File: src/hdl/bps_pkg.sv
// constants shared by the breaker position and command supervision block
// assumes a single 10 MHz clock and an AHB-Lite register port
package bps_pkg;
   // ==========================================
   // timing
   localparam int unsigned CLK_HZ = 10_000_000;
   localparam int unsigned TICK_MS = 10;
   localparam int unsigned TICK_CYCLES_C = CLK_HZ / 1000 * TICK_MS;
   localparam int TIME_W = 14;
   localparam logic [TIME_W-1:0] TIME_MIN = 14'h0001;
   localparam logic [TIME_W-1:0] TIME_MAX = 14'h2710;
   localparam logic [TIME_W-1:0] MOVE_RST = 14'h000A;
   localparam logic [TIME_W-1:0] DIST_RST = 14'h000A;
   // ==========================================
   // position codes
   typedef logic [1:0] bps_pos_t;
   localparam bps_pos_t POS_INDET = 2'h0;
   localparam bps_pos_t POS_OPEN = 2'h1;
   localparam bps_pos_t POS_CLOSED = 2'h2;
   localparam bps_pos_t POS_DISTURB = 2'h3;
   // ==========================================
   // register map
   localparam logic [7:0] OFS_CTRL = 8'h00;
   localparam logic [7:0] OFS_MOVE = 8'h04;
   localparam logic [7:0] OFS_DIST = 8'h08;
   localparam logic [7:0] OFS_STAT = 8'h0C;
   localparam logic [7:0] OFS_EVENT = 8'h10;
   localparam logic [7:0] OFS_MASK = 8'h14;
   localparam int CTRL_SINGLE = 0;
   localparam logic CTRL_RST = 1'b0;
   // event bits, shared by event and mask registers
   localparam int EV_W = 6;
   localparam int EV_SUCCESS = 0;
   localparam int EV_DISTURB = 1;
   localparam int EV_TRIP = 2;
   localparam int EV_REDUND = 3;
   localparam int EV_CDO = 4;
   localparam int EV_NREADY = 5;
   localparam logic [EV_W-1:0] MASK_RST = 6'h00;
   // status bits
   localparam int ST_POS = 0;
   localparam int ST_CLOSED = 2;
   localparam int ST_OPEN = 3;
   localparam int ST_INDET = 4;
   localparam int ST_DISTURB = 5;
   localparam int ST_NOTCL = 6;
   localparam int ST_SINGLE = 7;
   localparam int ST_READY = 8;
   localparam int ST_REMOVED = 9;
   localparam int ST_CLOCK = 10;
   localparam int ST_OLOCK = 11;
   localparam int ST_CLOSING = 12;
   localparam int ST_OPENING = 13;
   // ==========================================
   // AHB-Lite codes
   localparam logic [1:0] HTRANS_NONSEQ = 2'h2;
   localparam logic HRESP_OKAY = 1'b0;
   typedef enum logic [1:0] {CMD_IDLE, CMD_CLOSING, CMD_OPENING} bps_cmd_e;
endpackage

File: src/hdl/bps_tmr_if.sv
// timer request and expiry between the supervision logic and a timer
// assumes both ends share the block clock
`timescale 1ns/1ns
interface bps_tmr_if;
   import bps_pkg::*;
   logic run;
   logic [TIME_W-1:0] limit;
   logic expired;
   modport user (output run, output limit, input expired);
   modport timer (input run, input limit, output expired);
endinterface

File: src/hdl/bps_timer.sv
// interval timer counting 10 ms ticks while run is high
// assumes limit is held stable during a run
`timescale 1ns/1ns
module bps_timer import bps_pkg::*; #(
   parameter int unsigned TICK_CYCLES = TICK_CYCLES_C
) (
   input wire logic clock,
   input wire logic rst_sync_n,
   bps_tmr_if.timer tif
);
   logic [16:0] div_q, div_d;
   logic [TIME_W-1:0] cnt_q, cnt_d;
   logic exp_q, exp_d;

   // ==========================================
   // divider and tick counter
   always_comb begin
      div_d = div_q;
      cnt_d = cnt_q;
      exp_d = 1'b0;
      if (!tif.run) begin
         // restart from zero so each run gets its full time
         div_d = '0;
         cnt_d = '0;
      end else begin
         if (div_q == 17'(TICK_CYCLES - 1)) begin
            div_d = '0;
            if (cnt_q != TIME_MAX) begin
               cnt_d = cnt_q + 14'h0001;
            end
         end else begin
            div_d = div_q + 17'h00001;
         end
         exp_d = (cnt_d >= tif.limit);
      end
   end

   always_ff @(posedge clock or negedge rst_sync_n) begin
      if (!rst_sync_n) begin
         div_q <= '0;
         cnt_q <= '0;
         exp_q <= 1'b0;
      end else begin
         div_q <= div_d;
         cnt_q <= cnt_d;
         exp_q <= exp_d;
      end
   end

   assign tif.expired = exp_q;
endmodule

File: src/hdl/bps_top.sv
// breaker position decode, interlocks and command execution supervision
// assumes synchronous pins and a single AHB-Lite master at 10 MHz
//
// Notes on behaviour
// - position code: 0 indeterminate, 1 open, 2 closed, 3 disturbed
// - contradicting contacts become disturbed only after the supervision timer
// - closed, open, indeterminate and not-closed flags match the position code
// - single-contact wiring is flagged; no indeterminate or disturbed then
// - close lock flag set when any close lock input is active
// - open lock flag set when any open lock input is active
// - external close and open requests start breaker operations
// - success pulse when the breaker reaches the requested position
// - failed-disturbed flag when a command ends in disturbed position
// - commands refused while a trip is pending, with trip-block flag
// - command toward the present position raises redundant direction flag
// - close request while open pending raises close-during-open flag
// - request while breaker not ready raises not-ready flag
// - ready and removed flags follow their inputs
// - move time settable 0.01 to 100.00 s, default 0.1 s
//
// The implementer's own choices: register access over AHB-Lite and the address map.
`timescale 1ns/1ns
module bps_top import bps_pkg::*; #(
   parameter int unsigned TICK_CYCLES = TICK_CYCLES_C
) (
   input wire logic clock,
   input wire logic rst_n,
   input wire logic hsel,
   input wire logic [31:0] haddr,
   input wire logic [1:0] htrans,
   input wire logic hwrite,
   input wire logic [2:0] hsize,
   input wire logic [31:0] hwdata,
   input wire logic hready,
   output logic hreadyout,
   output logic hresp,
   output logic [31:0] hrdata,
   input wire logic closed_contact_in,
   input wire logic open_contact_in,
   input wire logic breaker_ready_in,
   input wire logic breaker_removed_in,
   input wire logic trip_pending_in,
   input wire logic close_lock_in_1,
   input wire logic close_lock_in_2,
   input wire logic close_lock_in_3,
   input wire logic open_lock_in_1,
   input wire logic open_lock_in_2,
   input wire logic open_lock_in_3,
   input wire logic ext_close_request_in,
   input wire logic ext_open_request_in,
   output logic close_cmd_out,
   output logic open_cmd_out,
   output bps_pos_t pos_code,
   output logic pos_closed,
   output logic pos_open,
   output logic pos_indeterminate,
   output logic pos_disturbed,
   output logic pos_not_closed,
   output logic single_contact_flag,
   output logic ready_flag,
   output logic removed_flag,
   output logic close_lock_flag,
   output logic open_lock_flag,
   output logic sup_cmd_success,
   output logic sup_cmd_disturbed,
   output logic sup_cmd_trip_block,
   output logic sup_redundant_direction,
   output logic sup_close_during_open,
   output logic sup_not_ready,
   output logic irq
);
   // ==========================================
   // reset release
   logic rst_m_q, rst_sync_n;
   always_ff @(posedge clock or negedge rst_n) begin
      if (!rst_n) begin
         rst_m_q <= 1'b0;
         rst_sync_n <= 1'b0;
      end else begin
         rst_m_q <= 1'b1;
         rst_sync_n <= rst_m_q;
      end
   end

   function automatic logic [TIME_W-1:0] clamp_time(input logic [31:0] v);
      if (v[31:TIME_W] != '0 || v[TIME_W-1:0] > TIME_MAX) begin
         return TIME_MAX;
      end
      if (v[TIME_W-1:0] < TIME_MIN) begin
         return TIME_MIN;
      end
      return v[TIME_W-1:0];
   endfunction

   // ==========================================
   // timers
   bps_tmr_if dist_tif ();
   bps_tmr_if move_tif ();
   bps_timer #(.TICK_CYCLES(TICK_CYCLES)) u_dist_timer (
      .clock(clock),
      .rst_sync_n(rst_sync_n),
      .tif(dist_tif)
   );
   bps_timer #(.TICK_CYCLES(TICK_CYCLES)) u_move_timer (
      .clock(clock),
      .rst_sync_n(rst_sync_n),
      .tif(move_tif)
   );

   // ==========================================
   // configuration registers
   logic single_q, single_d;
   logic [TIME_W-1:0] move_q, move_d, dist_q, dist_d;
   logic [EV_W-1:0] mask_q, mask_d;
   logic wr_q, wr_d;
   logic [7:0] wadr_q, wadr_d;

   always_comb begin
      single_d = single_q;
      move_d = move_q;
      dist_d = dist_q;
      mask_d = mask_q;
      wr_d = hready & hsel & (htrans == HTRANS_NONSEQ) & hwrite & (haddr[31:8] == '0);
      wadr_d = {haddr[7:2], 2'h0};
      if (wr_q) begin
         unique case (wadr_q)
            OFS_CTRL: single_d = hwdata[CTRL_SINGLE];
            OFS_MOVE: move_d = clamp_time(hwdata);
            OFS_DIST: dist_d = clamp_time(hwdata);
            OFS_MASK: mask_d = hwdata[EV_W-1:0];
            default: ;
         endcase
      end
   end

   always_ff @(posedge clock or negedge rst_sync_n) begin
      if (!rst_sync_n) begin
         single_q <= CTRL_RST;
         move_q <= MOVE_RST;
         dist_q <= DIST_RST;
         mask_q <= MASK_RST;
         wr_q <= 1'b0;
         wadr_q <= 8'h00;
      end else begin
         single_q <= single_d;
         move_q <= move_d;
         dist_q <= dist_d;
         mask_q <= mask_d;
         wr_q <= wr_d;
         wadr_q <= wadr_d;
      end
   end

   // ==========================================
   // position decode
   bps_pos_t pos_d;
   logic clock_d, olock_d;
   assign dist_tif.run = closed_contact_in & open_contact_in & ~single_q;
   assign dist_tif.limit = dist_q;

   always_comb begin
      clock_d = close_lock_in_1 | close_lock_in_2 | close_lock_in_3;
      olock_d = open_lock_in_1 | open_lock_in_2 | open_lock_in_3;
      if (single_q) begin
         // one contact cannot show a contradiction
         pos_d = closed_contact_in ? POS_CLOSED : POS_OPEN;
      end else if (closed_contact_in && !open_contact_in) begin
         pos_d = POS_CLOSED;
      end else if (!closed_contact_in && open_contact_in) begin
         pos_d = POS_OPEN;
      end else if (closed_contact_in && dist_tif.expired) begin
         pos_d = POS_DISTURB;
      end else begin
         pos_d = POS_INDET;
      end
   end

   always_ff @(posedge clock or negedge rst_sync_n) begin
      if (!rst_sync_n) begin
         pos_code <= POS_INDET;
         pos_closed <= 1'b0;
         pos_open <= 1'b0;
         pos_indeterminate <= 1'b1;
         pos_disturbed <= 1'b0;
         pos_not_closed <= 1'b1;
         single_contact_flag <= 1'b0;
         ready_flag <= 1'b0;
         removed_flag <= 1'b0;
         close_lock_flag <= 1'b0;
         open_lock_flag <= 1'b0;
      end else begin
         pos_code <= pos_d;
         pos_closed <= (pos_d == POS_CLOSED);
         pos_open <= (pos_d == POS_OPEN);
         pos_indeterminate <= (pos_d == POS_INDET);
         pos_disturbed <= (pos_d == POS_DISTURB);
         pos_not_closed <= (pos_d != POS_CLOSED);
         single_contact_flag <= single_q;
         ready_flag <= breaker_ready_in;
         removed_flag <= breaker_removed_in;
         close_lock_flag <= clock_d;
         open_lock_flag <= olock_d;
      end
   end

   // ==========================================
   // command execution supervision
   bps_cmd_e cmd_q, cmd_d;
   logic creq_q, oreq_q;
   logic [EV_W-1:0] ev_set;
   logic close_edge, open_edge;
   assign close_edge = ext_close_request_in & ~creq_q;
   assign open_edge = ext_open_request_in & ~oreq_q;
   assign move_tif.run = (cmd_q != CMD_IDLE);
   assign move_tif.limit = move_q;

   always_comb begin
      cmd_d = cmd_q;
      ev_set = '0;
      unique case (cmd_q)
         CMD_IDLE: begin
            if (close_edge || open_edge) begin
               if (trip_pending_in) begin
                  ev_set[EV_TRIP] = 1'b1;
               end else if (!breaker_ready_in) begin
                  ev_set[EV_NREADY] = 1'b1;
               end else if (close_edge && pos_code == POS_CLOSED) begin
                  ev_set[EV_REDUND] = 1'b1;
               end else if (open_edge && !close_edge && pos_code == POS_OPEN) begin
                  ev_set[EV_REDUND] = 1'b1;
               end else if (close_edge && !clock_d) begin
                  cmd_d = CMD_CLOSING;
               end else if (open_edge && !close_edge && !olock_d) begin
                  cmd_d = CMD_OPENING;
               end
            end
         end
         CMD_CLOSING, CMD_OPENING: begin
            if (close_edge && cmd_q == CMD_OPENING) begin
               ev_set[EV_CDO] = 1'b1;
            end
            if (trip_pending_in) begin
               // a trip overrides the running operation
               ev_set[EV_TRIP] = 1'b1;
               cmd_d = CMD_IDLE;
            end else if (pos_code == (cmd_q == CMD_CLOSING ? POS_CLOSED : POS_OPEN)) begin
               ev_set[EV_SUCCESS] = 1'b1;
               cmd_d = CMD_IDLE;
            end else if (pos_code == POS_DISTURB) begin
               ev_set[EV_DISTURB] = 1'b1;
               cmd_d = CMD_IDLE;
            end else if (move_tif.expired) begin
               // move time ran out short of the target
               cmd_d = CMD_IDLE;
            end
         end
         default: cmd_d = CMD_IDLE;
      endcase
   end

   always_ff @(posedge clock or negedge rst_sync_n) begin
      if (!rst_sync_n) begin
         cmd_q <= CMD_IDLE;
         creq_q <= 1'b0;
         oreq_q <= 1'b0;
         close_cmd_out <= 1'b0;
         open_cmd_out <= 1'b0;
         sup_cmd_success <= 1'b0;
         sup_cmd_disturbed <= 1'b0;
         sup_cmd_trip_block <= 1'b0;
         sup_redundant_direction <= 1'b0;
         sup_close_during_open <= 1'b0;
         sup_not_ready <= 1'b0;
      end else begin
         cmd_q <= cmd_d;
         creq_q <= ext_close_request_in;
         oreq_q <= ext_open_request_in;
         close_cmd_out <= (cmd_d == CMD_CLOSING);
         open_cmd_out <= (cmd_d == CMD_OPENING);
         sup_cmd_success <= ev_set[EV_SUCCESS];
         sup_cmd_disturbed <= ev_set[EV_DISTURB];
         sup_cmd_trip_block <= ev_set[EV_TRIP];
         sup_redundant_direction <= ev_set[EV_REDUND];
         sup_close_during_open <= ev_set[EV_CDO];
         sup_not_ready <= ev_set[EV_NREADY];
      end
   end

   // ==========================================
   // bus read side and events
   logic [EV_W-1:0] ev_q, ev_d;
   logic [31:0] rdata_d;
   logic rd_ok;
   logic [31:0] stat;

   always_comb begin
      stat = '0;
      stat[ST_POS+1:ST_POS] = pos_code;
      stat[ST_CLOSED] = pos_closed;
      stat[ST_OPEN] = pos_open;
      stat[ST_INDET] = pos_indeterminate;
      stat[ST_DISTURB] = pos_disturbed;
      stat[ST_NOTCL] = pos_not_closed;
      stat[ST_SINGLE] = single_contact_flag;
      stat[ST_READY] = ready_flag;
      stat[ST_REMOVED] = removed_flag;
      stat[ST_CLOCK] = close_lock_flag;
      stat[ST_OLOCK] = open_lock_flag;
      stat[ST_CLOSING] = (cmd_q == CMD_CLOSING);
      stat[ST_OPENING] = (cmd_q == CMD_OPENING);
      rd_ok = hready & hsel & (htrans == HTRANS_NONSEQ) & ~hwrite & (haddr[31:8] == '0);
      rdata_d = '0;
      ev_d = ev_q;
      if (rd_ok) begin
         unique case ({haddr[7:2], 2'h0})
            OFS_CTRL: rdata_d[CTRL_SINGLE] = single_q;
            OFS_MOVE: rdata_d[TIME_W-1:0] = move_q;
            OFS_DIST: rdata_d[TIME_W-1:0] = dist_q;
            OFS_STAT: rdata_d = stat;
            OFS_EVENT: begin
               rdata_d[EV_W-1:0] = ev_q;
               ev_d = '0;
            end
            OFS_MASK: rdata_d[EV_W-1:0] = mask_q;
            default: ;
         endcase
      end
      // an event in the clearing cycle survives
      ev_d = ev_d | ev_set;
   end

   always_ff @(posedge clock or negedge rst_sync_n) begin
      if (!rst_sync_n) begin
         ev_q <= '0;
         hrdata <= '0;
         irq <= 1'b0;
         hreadyout <= 1'b0;
         hresp <= HRESP_OKAY;
      end else begin
         ev_q <= ev_d;
         hrdata <= rdata_d;
         irq <= |(ev_d & mask_q);
         hreadyout <= 1'b1;
         hresp <= HRESP_OKAY;
      end
   end
endmodule

File: config.mk
export PLATFORM = sky130hd
export DESIGN_NAME = bps_top
export DESIGN_NICKNAME = d
export VERILOG_FILES = /design/src/hdl/bps_pkg.sv /design/src/hdl/bps_tmr_if.sv /design/src/hdl/bps_timer.sv /design/src/hdl/bps_top.sv
export SDC_FILE = /design/constraint.sdc
export NUM_CORES = 1
export LEC_CHECK = 0
export ABC_AREA = 1
export BUFFER_PORTS_ARGS = -buffer_cell sky130_fd_sc_hd__buf_2
export CORE_ASPECT_RATIO = 0.9
export CORE_MARGIN = 8
export CORE_UTILIZATION = 40
export CTS_CLUSTER_SIZE = 25
export DETAILED_ROUTE_END_ITERATION = 10
export GPL_ROUTABILITY_DRIVEN = 0
export MAX_ROUTING_LAYER = met4
export PLACE_DENSITY = 0.63
export SLEW_MARGIN = 20
export SYNTH_ARGS = -nofsm -noshare
export SYNTH_HDL_FRONTEND = slang
export SYNTH_HIERARCHICAL = 1
export SYNTH_SLANG_ARGS = --single-unit
File: constraint.sdc
create_clock -name clock -period 4.45 [get_ports clock]
set_input_delay 0.445 -clock clock [delete_from_list [all_inputs] [get_ports clock]]
set_output_delay 0.445 -clock clock [all_outputs]
set_load 0.05 [all_outputs]
# Yosys cells after proc, flatten, opt, wreduce, memory -nomap -nowiden
# Cells that the tools add are included.
# totals
ff_bits	154
input_bits	87
out_inout_bits	55
word_cells	197
# classes
add_sub_neg	4
n_lt_le_gt_ge	4
eq_ne	25
muxes	75
n_bitwise	20
reduce_logical	29
# ops
op	n
$mux 14	15
$mux 17	4
$mux 2	20
$add 17x1->17 const B	2
$eq 17x17->1 const B	2
$mux 1	29
$add 14x1->14 const B	2
$ge 14x14->1	2
$ne 14x14->1 const B	2
$pmux 5 s5	1
$logic_not 24->1	1
$pmux 8 s3	1
$eq 6x2->1 const B	3
$eq 6x3->1 const B	3
$reduce_bool 18->1	1
$eq 2x2->1 const B	7
$gt 14x14->1 const B	1
$lt 14x1->1 const B	1
$eq 6x1->1 const B	2
$mux 6	2
$and 1x1->1	10
$logic_and 1x1->1	9
$eq 2x1->1 const B	4
$logic_not 8->1	1
other kinds (17)	32

# Longest topological paths before layout
# depth
ltp_word	14
mapped_depth	19
mapped_depth_nobuf	18

# By module
# The synthesis kept the hierarchy.
# by_module_without_submodules
mod	instances	cells_each	area_per_inst_um2	seq_area_each_um2
bps_top	1	499	4142.7	2259.7
bps_timer at u_move_timer	1	368	2431.1	800.8
bps_timer at u_dist_timer	1	370	2408.6	800.8

# Worst setup path after synthesis
# Ideal clock, no wire load.
# synth_timing
path_kind	reg2reg
start	reg u_dist_timer.div_q[0]
end	reg u_dist_timer.exp_q (netlist: u_dist_timer/tif.expired)
setup_ns	0.113
t_arrival_ns	2.002
required_time_ns	4.337
setup_slack_ns	2.334
stages_incl_launch_ff	19
path_buffers	1
synth_period_minus_slack_ns	2.116
cell_sequence	dfrtp_1 ha_1 nand3_1 nor2_2 nand2_1 nor2_4 buf_6 nand2_1 nand2_1 inv_1 ha_1 nand2_1 inv_1 nand2_1 nand2_1 a21oi_1 nand3_1 nand2_1 inv_1
# synth_between
elab_chain_cells	5
# synth_rtl
item	line	source
start, declared	bps_timer.sv:11	logic [16:0] div_q, div_d;
start signal, assigned	bps_timer.sv:44	div_q <= div_d;
$eq 17x17->1	bps_timer.sv:26	if (div_q == 17'(TICK_CYCLES - 1)) begin
$mux 14	bps_timer.sv:26	
$mux 14	bps_timer.sv:21	if (!tif.run) begin
$ge 14x14->1	bps_timer.sv:34	exp_d = (cnt_d >= tif.limit);
$mux 1	bps_timer.sv:21	
named net u_dist_timer.exp_d	bps_timer.sv:13	logic exp_q, exp_d;
end signal, assigned	bps_timer.sv:46	exp_q <= exp_d;
end, declared	bps_timer.sv:13	
# The timed path passes the listed nets, and every way through them passes these cells. The select of a mux whose other input is x is not followed.
# A chain may end at the register's enable or synchronous reset.

# Final worst setup path
# layout_timing
start	reg u_move_timer.div_q[0]
end	reg u_move_timer.exp_q (netlist: u_move_timer/tif.expired)
# layout_between
elab_chain_cells	5
# layout_rtl
item	line
start, declared	bps_timer.sv:11
start signal, assigned	bps_timer.sv:44
$eq 17x17->1	bps_timer.sv:26
$mux 14	bps_timer.sv:26
$mux 14	bps_timer.sv:21
$ge 14x14->1	bps_timer.sv:34
$mux 1	bps_timer.sv:21
named net u_move_timer.exp_d	bps_timer.sv:13
end signal, assigned	bps_timer.sv:46
end, declared	bps_timer.sv:13
# The timed path passes the listed nets, and every way through them passes these cells. The select of a mux whose other input is x is not followed.

==> results.tsv <==
metric	value	unit
outcome	complete, no violations	
Max clock buf depth	2	
Max Slew Vio Count	0	
Syn Inst Count	1237	
Comb pwr share	0.111	
Die Wd	174.0	µm
routing usage on met2	0.2763	
Area Growth Syn to Fin	16.07	%
top cell type's share of synthesized area	0.4123	
first-pass GRT wire length	37.84	mm
Final Hold Viols	0	
Avg Synthesized Cell Area	7.261	µm²
Worst path max stage delay	0.38	ns
synth top area cells	dfrtp_1, nand2_1, inv_1, nor2_1, ha_1	
EDFF count, synth	0	
top post-synthesis cells by count	nand2_1, inv_1, nor2_1, dfrtp_1, nand3_1	
utilization after layout	0.4686	
Reg2Reg Launch Point	u_move_timer/div_q[0]	
area leader, netlist	dfrtp_1	
FILL cells	2278	
# setup viols final	0	
HP Start	breaker_removed_in	
number of DRC markers in iteration 0	497	
antenna cell count	0	
H-tree Lvls	4	
grt total ovfl	0	
Final min period	2.634	ns
Avg WL per Cell	13.43	µm
ys flop type	dfrtp_1	
Top-Level Pins	142	
via-per-instance ratio	4.754	
Hold Path Sink	removed_flag	
largest net degree at the start of global routing	78	
mapped cell area	8982	µm²
DRC violations left	0	
grt met1 use	0.2257	
post-route setup TNS	0	ns
Initial Util	0.4037	
Worst Hold Class	input pin to flop	
share of cells above drive strength 1	0.1472	
DR pass1 iterations	5	
Hold Slack	0.1185	ns
critical path launch point type	flop	
worst r2r path cells	15	
Netlist cell types	37	
I/O Buffers	117	
Cell Rows	52	
Crit path required time	4.77	ns
CTS tree	yes	
Net Switching	0.9646	mW
Rel. slew slack	0.2782	
Worst setup EP type	flop	
crit-path cells	ha_1 -> nand3_1 -> nor2_2 -> nand3_2 -> inv_2 -> nand2_1 -> nand2_1 -> inv_1 -> ha_1 -> a21oi_1 -> o21ai_0 -> nor2_1 -> nand3_1 -> nand2_1 -> inv_1	
r2r endpoint	u_move_timer/tif.expired	
Reg clk slew, reported paths	0.07	ns
clk_lat worst skew	0.43	ns
die area	27510	µm²
Least-Margin Pin Slew	1.077	ns
sequential-to-total area share from yosys stat	0.4299	
FMAX	379.7	MHz
Sink Count	154	
internal power	2.392	mW
RSZ-0062 raised after global routing	no	
layer with the highest usage	met2	
antenna-violating nets left	0	
initial antenna violation count	0	
Routed WL	22.42	mm
fin crit share	0.5918	
worst-path fanout max	12	
Power Density	322.0	nW/µm²
Peak VDD IR	0.2399	mV
total power	3.357	mW
total track usage	0.1743	
Leakage	5.559	nW
switch share	0.2874	
crit path DAT	2.96	ns
asr flop ratio synth	1.000	
worst hold stages	1	
Ys Warns	6	
slowest CP cell	dfrtp_1	
DP HPWL	17.11	mm
CTS root buffer	clkbuf_16	
core region area	22250	µm²
clk_skew	0.01513	ns
vias in the first global route	7863	
chip height	158.2	µm
sequential share of power	0.440	
M3 GR Usage	0.03481	
Worst path most repeated cell	nand2_1	
Final #Nets	1484	
CTS Buf Count	17	
routed via count	7935	
max cap viols	0	
#FFs+latches synth	154	
Post-CTS Setup Inserts	0	
most frequent cell after synthesis	nand2_1	
worst reg-to-reg setup slack	1.82	ns
crit path kind	flop to flop	
clock power share	0.449	
-- worst max-delay path: cells and delay by family (launching register included) --
kind / cells / cell delay [ns]
compound gates: 2 / 0.24
fa+ha+maj: 2 / 0.51
buf+inv: 3 / 0.39
flops: 1 / 0.38
simple gates: 8 / 1.01
-- power by group through the flow --
stage | logic [mW] | registers, mW | clock network, mW
final | 0.374 | 1.48 | 1.51
after global routing | 0.419 | 1.48 | 1.60
after CTS | 0.365 | 1.49 | 1.55
after detailed placement | 0.364 | 1.51 | 0
after global placement | 0.361 | 1.51 | 0
after floorplan | 0.205 | 1.56 | 0
-- routing by layer --
layer / share of wire / routed length [µm]
met3: 0.048 / 1069
met2: 0.46 / 10230
met1: 0.48 / 10750
met5: 0 / 0
met4: 0.016 / 369
-- registers in the layout, summed over array words and instances, names as in the netlist, 2 cells and up --
name,cells
cmd_q,2
dist_q,14
ev_q,6
hrdata,14
mask_q,6
move_q,14
pos_code,2
u_dist_timer/cnt_q,14
u_dist_timer/div_q,17
u_move_timer/cnt_q,14
u_move_timer/div_q,17
wadr_q,6
-- placed cells by master (no fill, tap or decap), types with 2 or more instances in the layout --
| cell type | n |
|---|---|
| a211oi_1 | 2 |
| a21oi_1 | 29 |
| a22oi_1 | 8 |
| a31oi_1 | 8 |
| a41oi_1 | 5 |
| and2_1 | 2 |
| and3_1 | 2 |
| buf_2 | 117 |
| buf_4 | 2 |
| bufinv_16 | 2 |
| clkbuf_16 | 17 |
| conb_1 | 21 |
| dfrtp_1 | 147 |
| dfstp_2 | 6 |
| ha_1 | 38 |
| inv_1 | 180 |
| inv_2 | 7 |
| inv_6 | 5 |
| inv_8 | 4 |
| nand2_1 | 399 |
| nand2_2 | 4 |
| nand3_1 | 58 |
| nand3_2 | 2 |
| nand3b_1 | 2 |
| nand4_1 | 20 |
| nor2_1 | 170 |
| nor2_2 | 16 |
| nor2_4 | 7 |
| nor3_1 | 18 |
| nor3b_1 | 5 |
| o21ai_0 | 31 |
| o21ai_2 | 3 |
| o31ai_1 | 3 |
| xor2_1 | 19 |
-- timing repair --
action                    CTS  global route
hold endpoints to repair    2             0
hold buffers                1             0
resized for setup           0             0
-- worst max-delay path by stage --
stage,start,end
2_1_floorplan,rst_sync_n,close_cmd_out
3_3_place_gp,u_move_timer/div_q[0],u_move_timer/tif.expired
3_5_place_dp,u_move_timer/div_q[0],u_move_timer/tif.expired
4_1_cts,u_move_timer/div_q[0],u_move_timer/tif.expired
5_1_grt,u_move_timer/div_q[0],u_move_timer/tif.expired
6_report,u_move_timer/div_q[0],u_move_timer/tif.expired
-- area by class of cell --
| cell class | count | area (µm²) | area share |
|---|---|---|---|
| multi-input cells | 878 | 4243 | 0.4069 |
| flip-flops and latches | 154 | 3865 | 0.3707 |
| inverters | 187 | 701.9 | 0.06732 |
| repair buffers | 121 | 638.1 | 0.06120 |
| clock buffers | 18 | 429.2 | 0.04116 |
| well taps | 297 | 371.6 | 0.03564 |
| clock inverters | 14 | 177.7 | 0.01704 |
-- metrics by stage --
stage / setup WS [ns] / cell area [µm²] / cells
5_1_grt: 1.570 / 10430 / 1669
6_report: 1.816 / 10430 / 1669
3_5_place_dp: 1.814 / 9776 / 1635
2_1_floorplan: 1.904 / 9055 / 1256
4_1_cts: 1.795 / 10390 / 1668
3_3_place_gp: 1.866 / 9776 / 1635
-- logic make-up after synthesis --
group,Yosys count,synth area share
fa+ha+maj,38,0.05293
buf+inv,224,0.1064
flops,154,0.4299
simple gates,710,0.3325
mux,1,0.001254
other cells,2,0.0008361
compound gates,89,0.05767
xor+xnor,19,0.01853
Note: power is estimated with default switching activity, not from simulation.
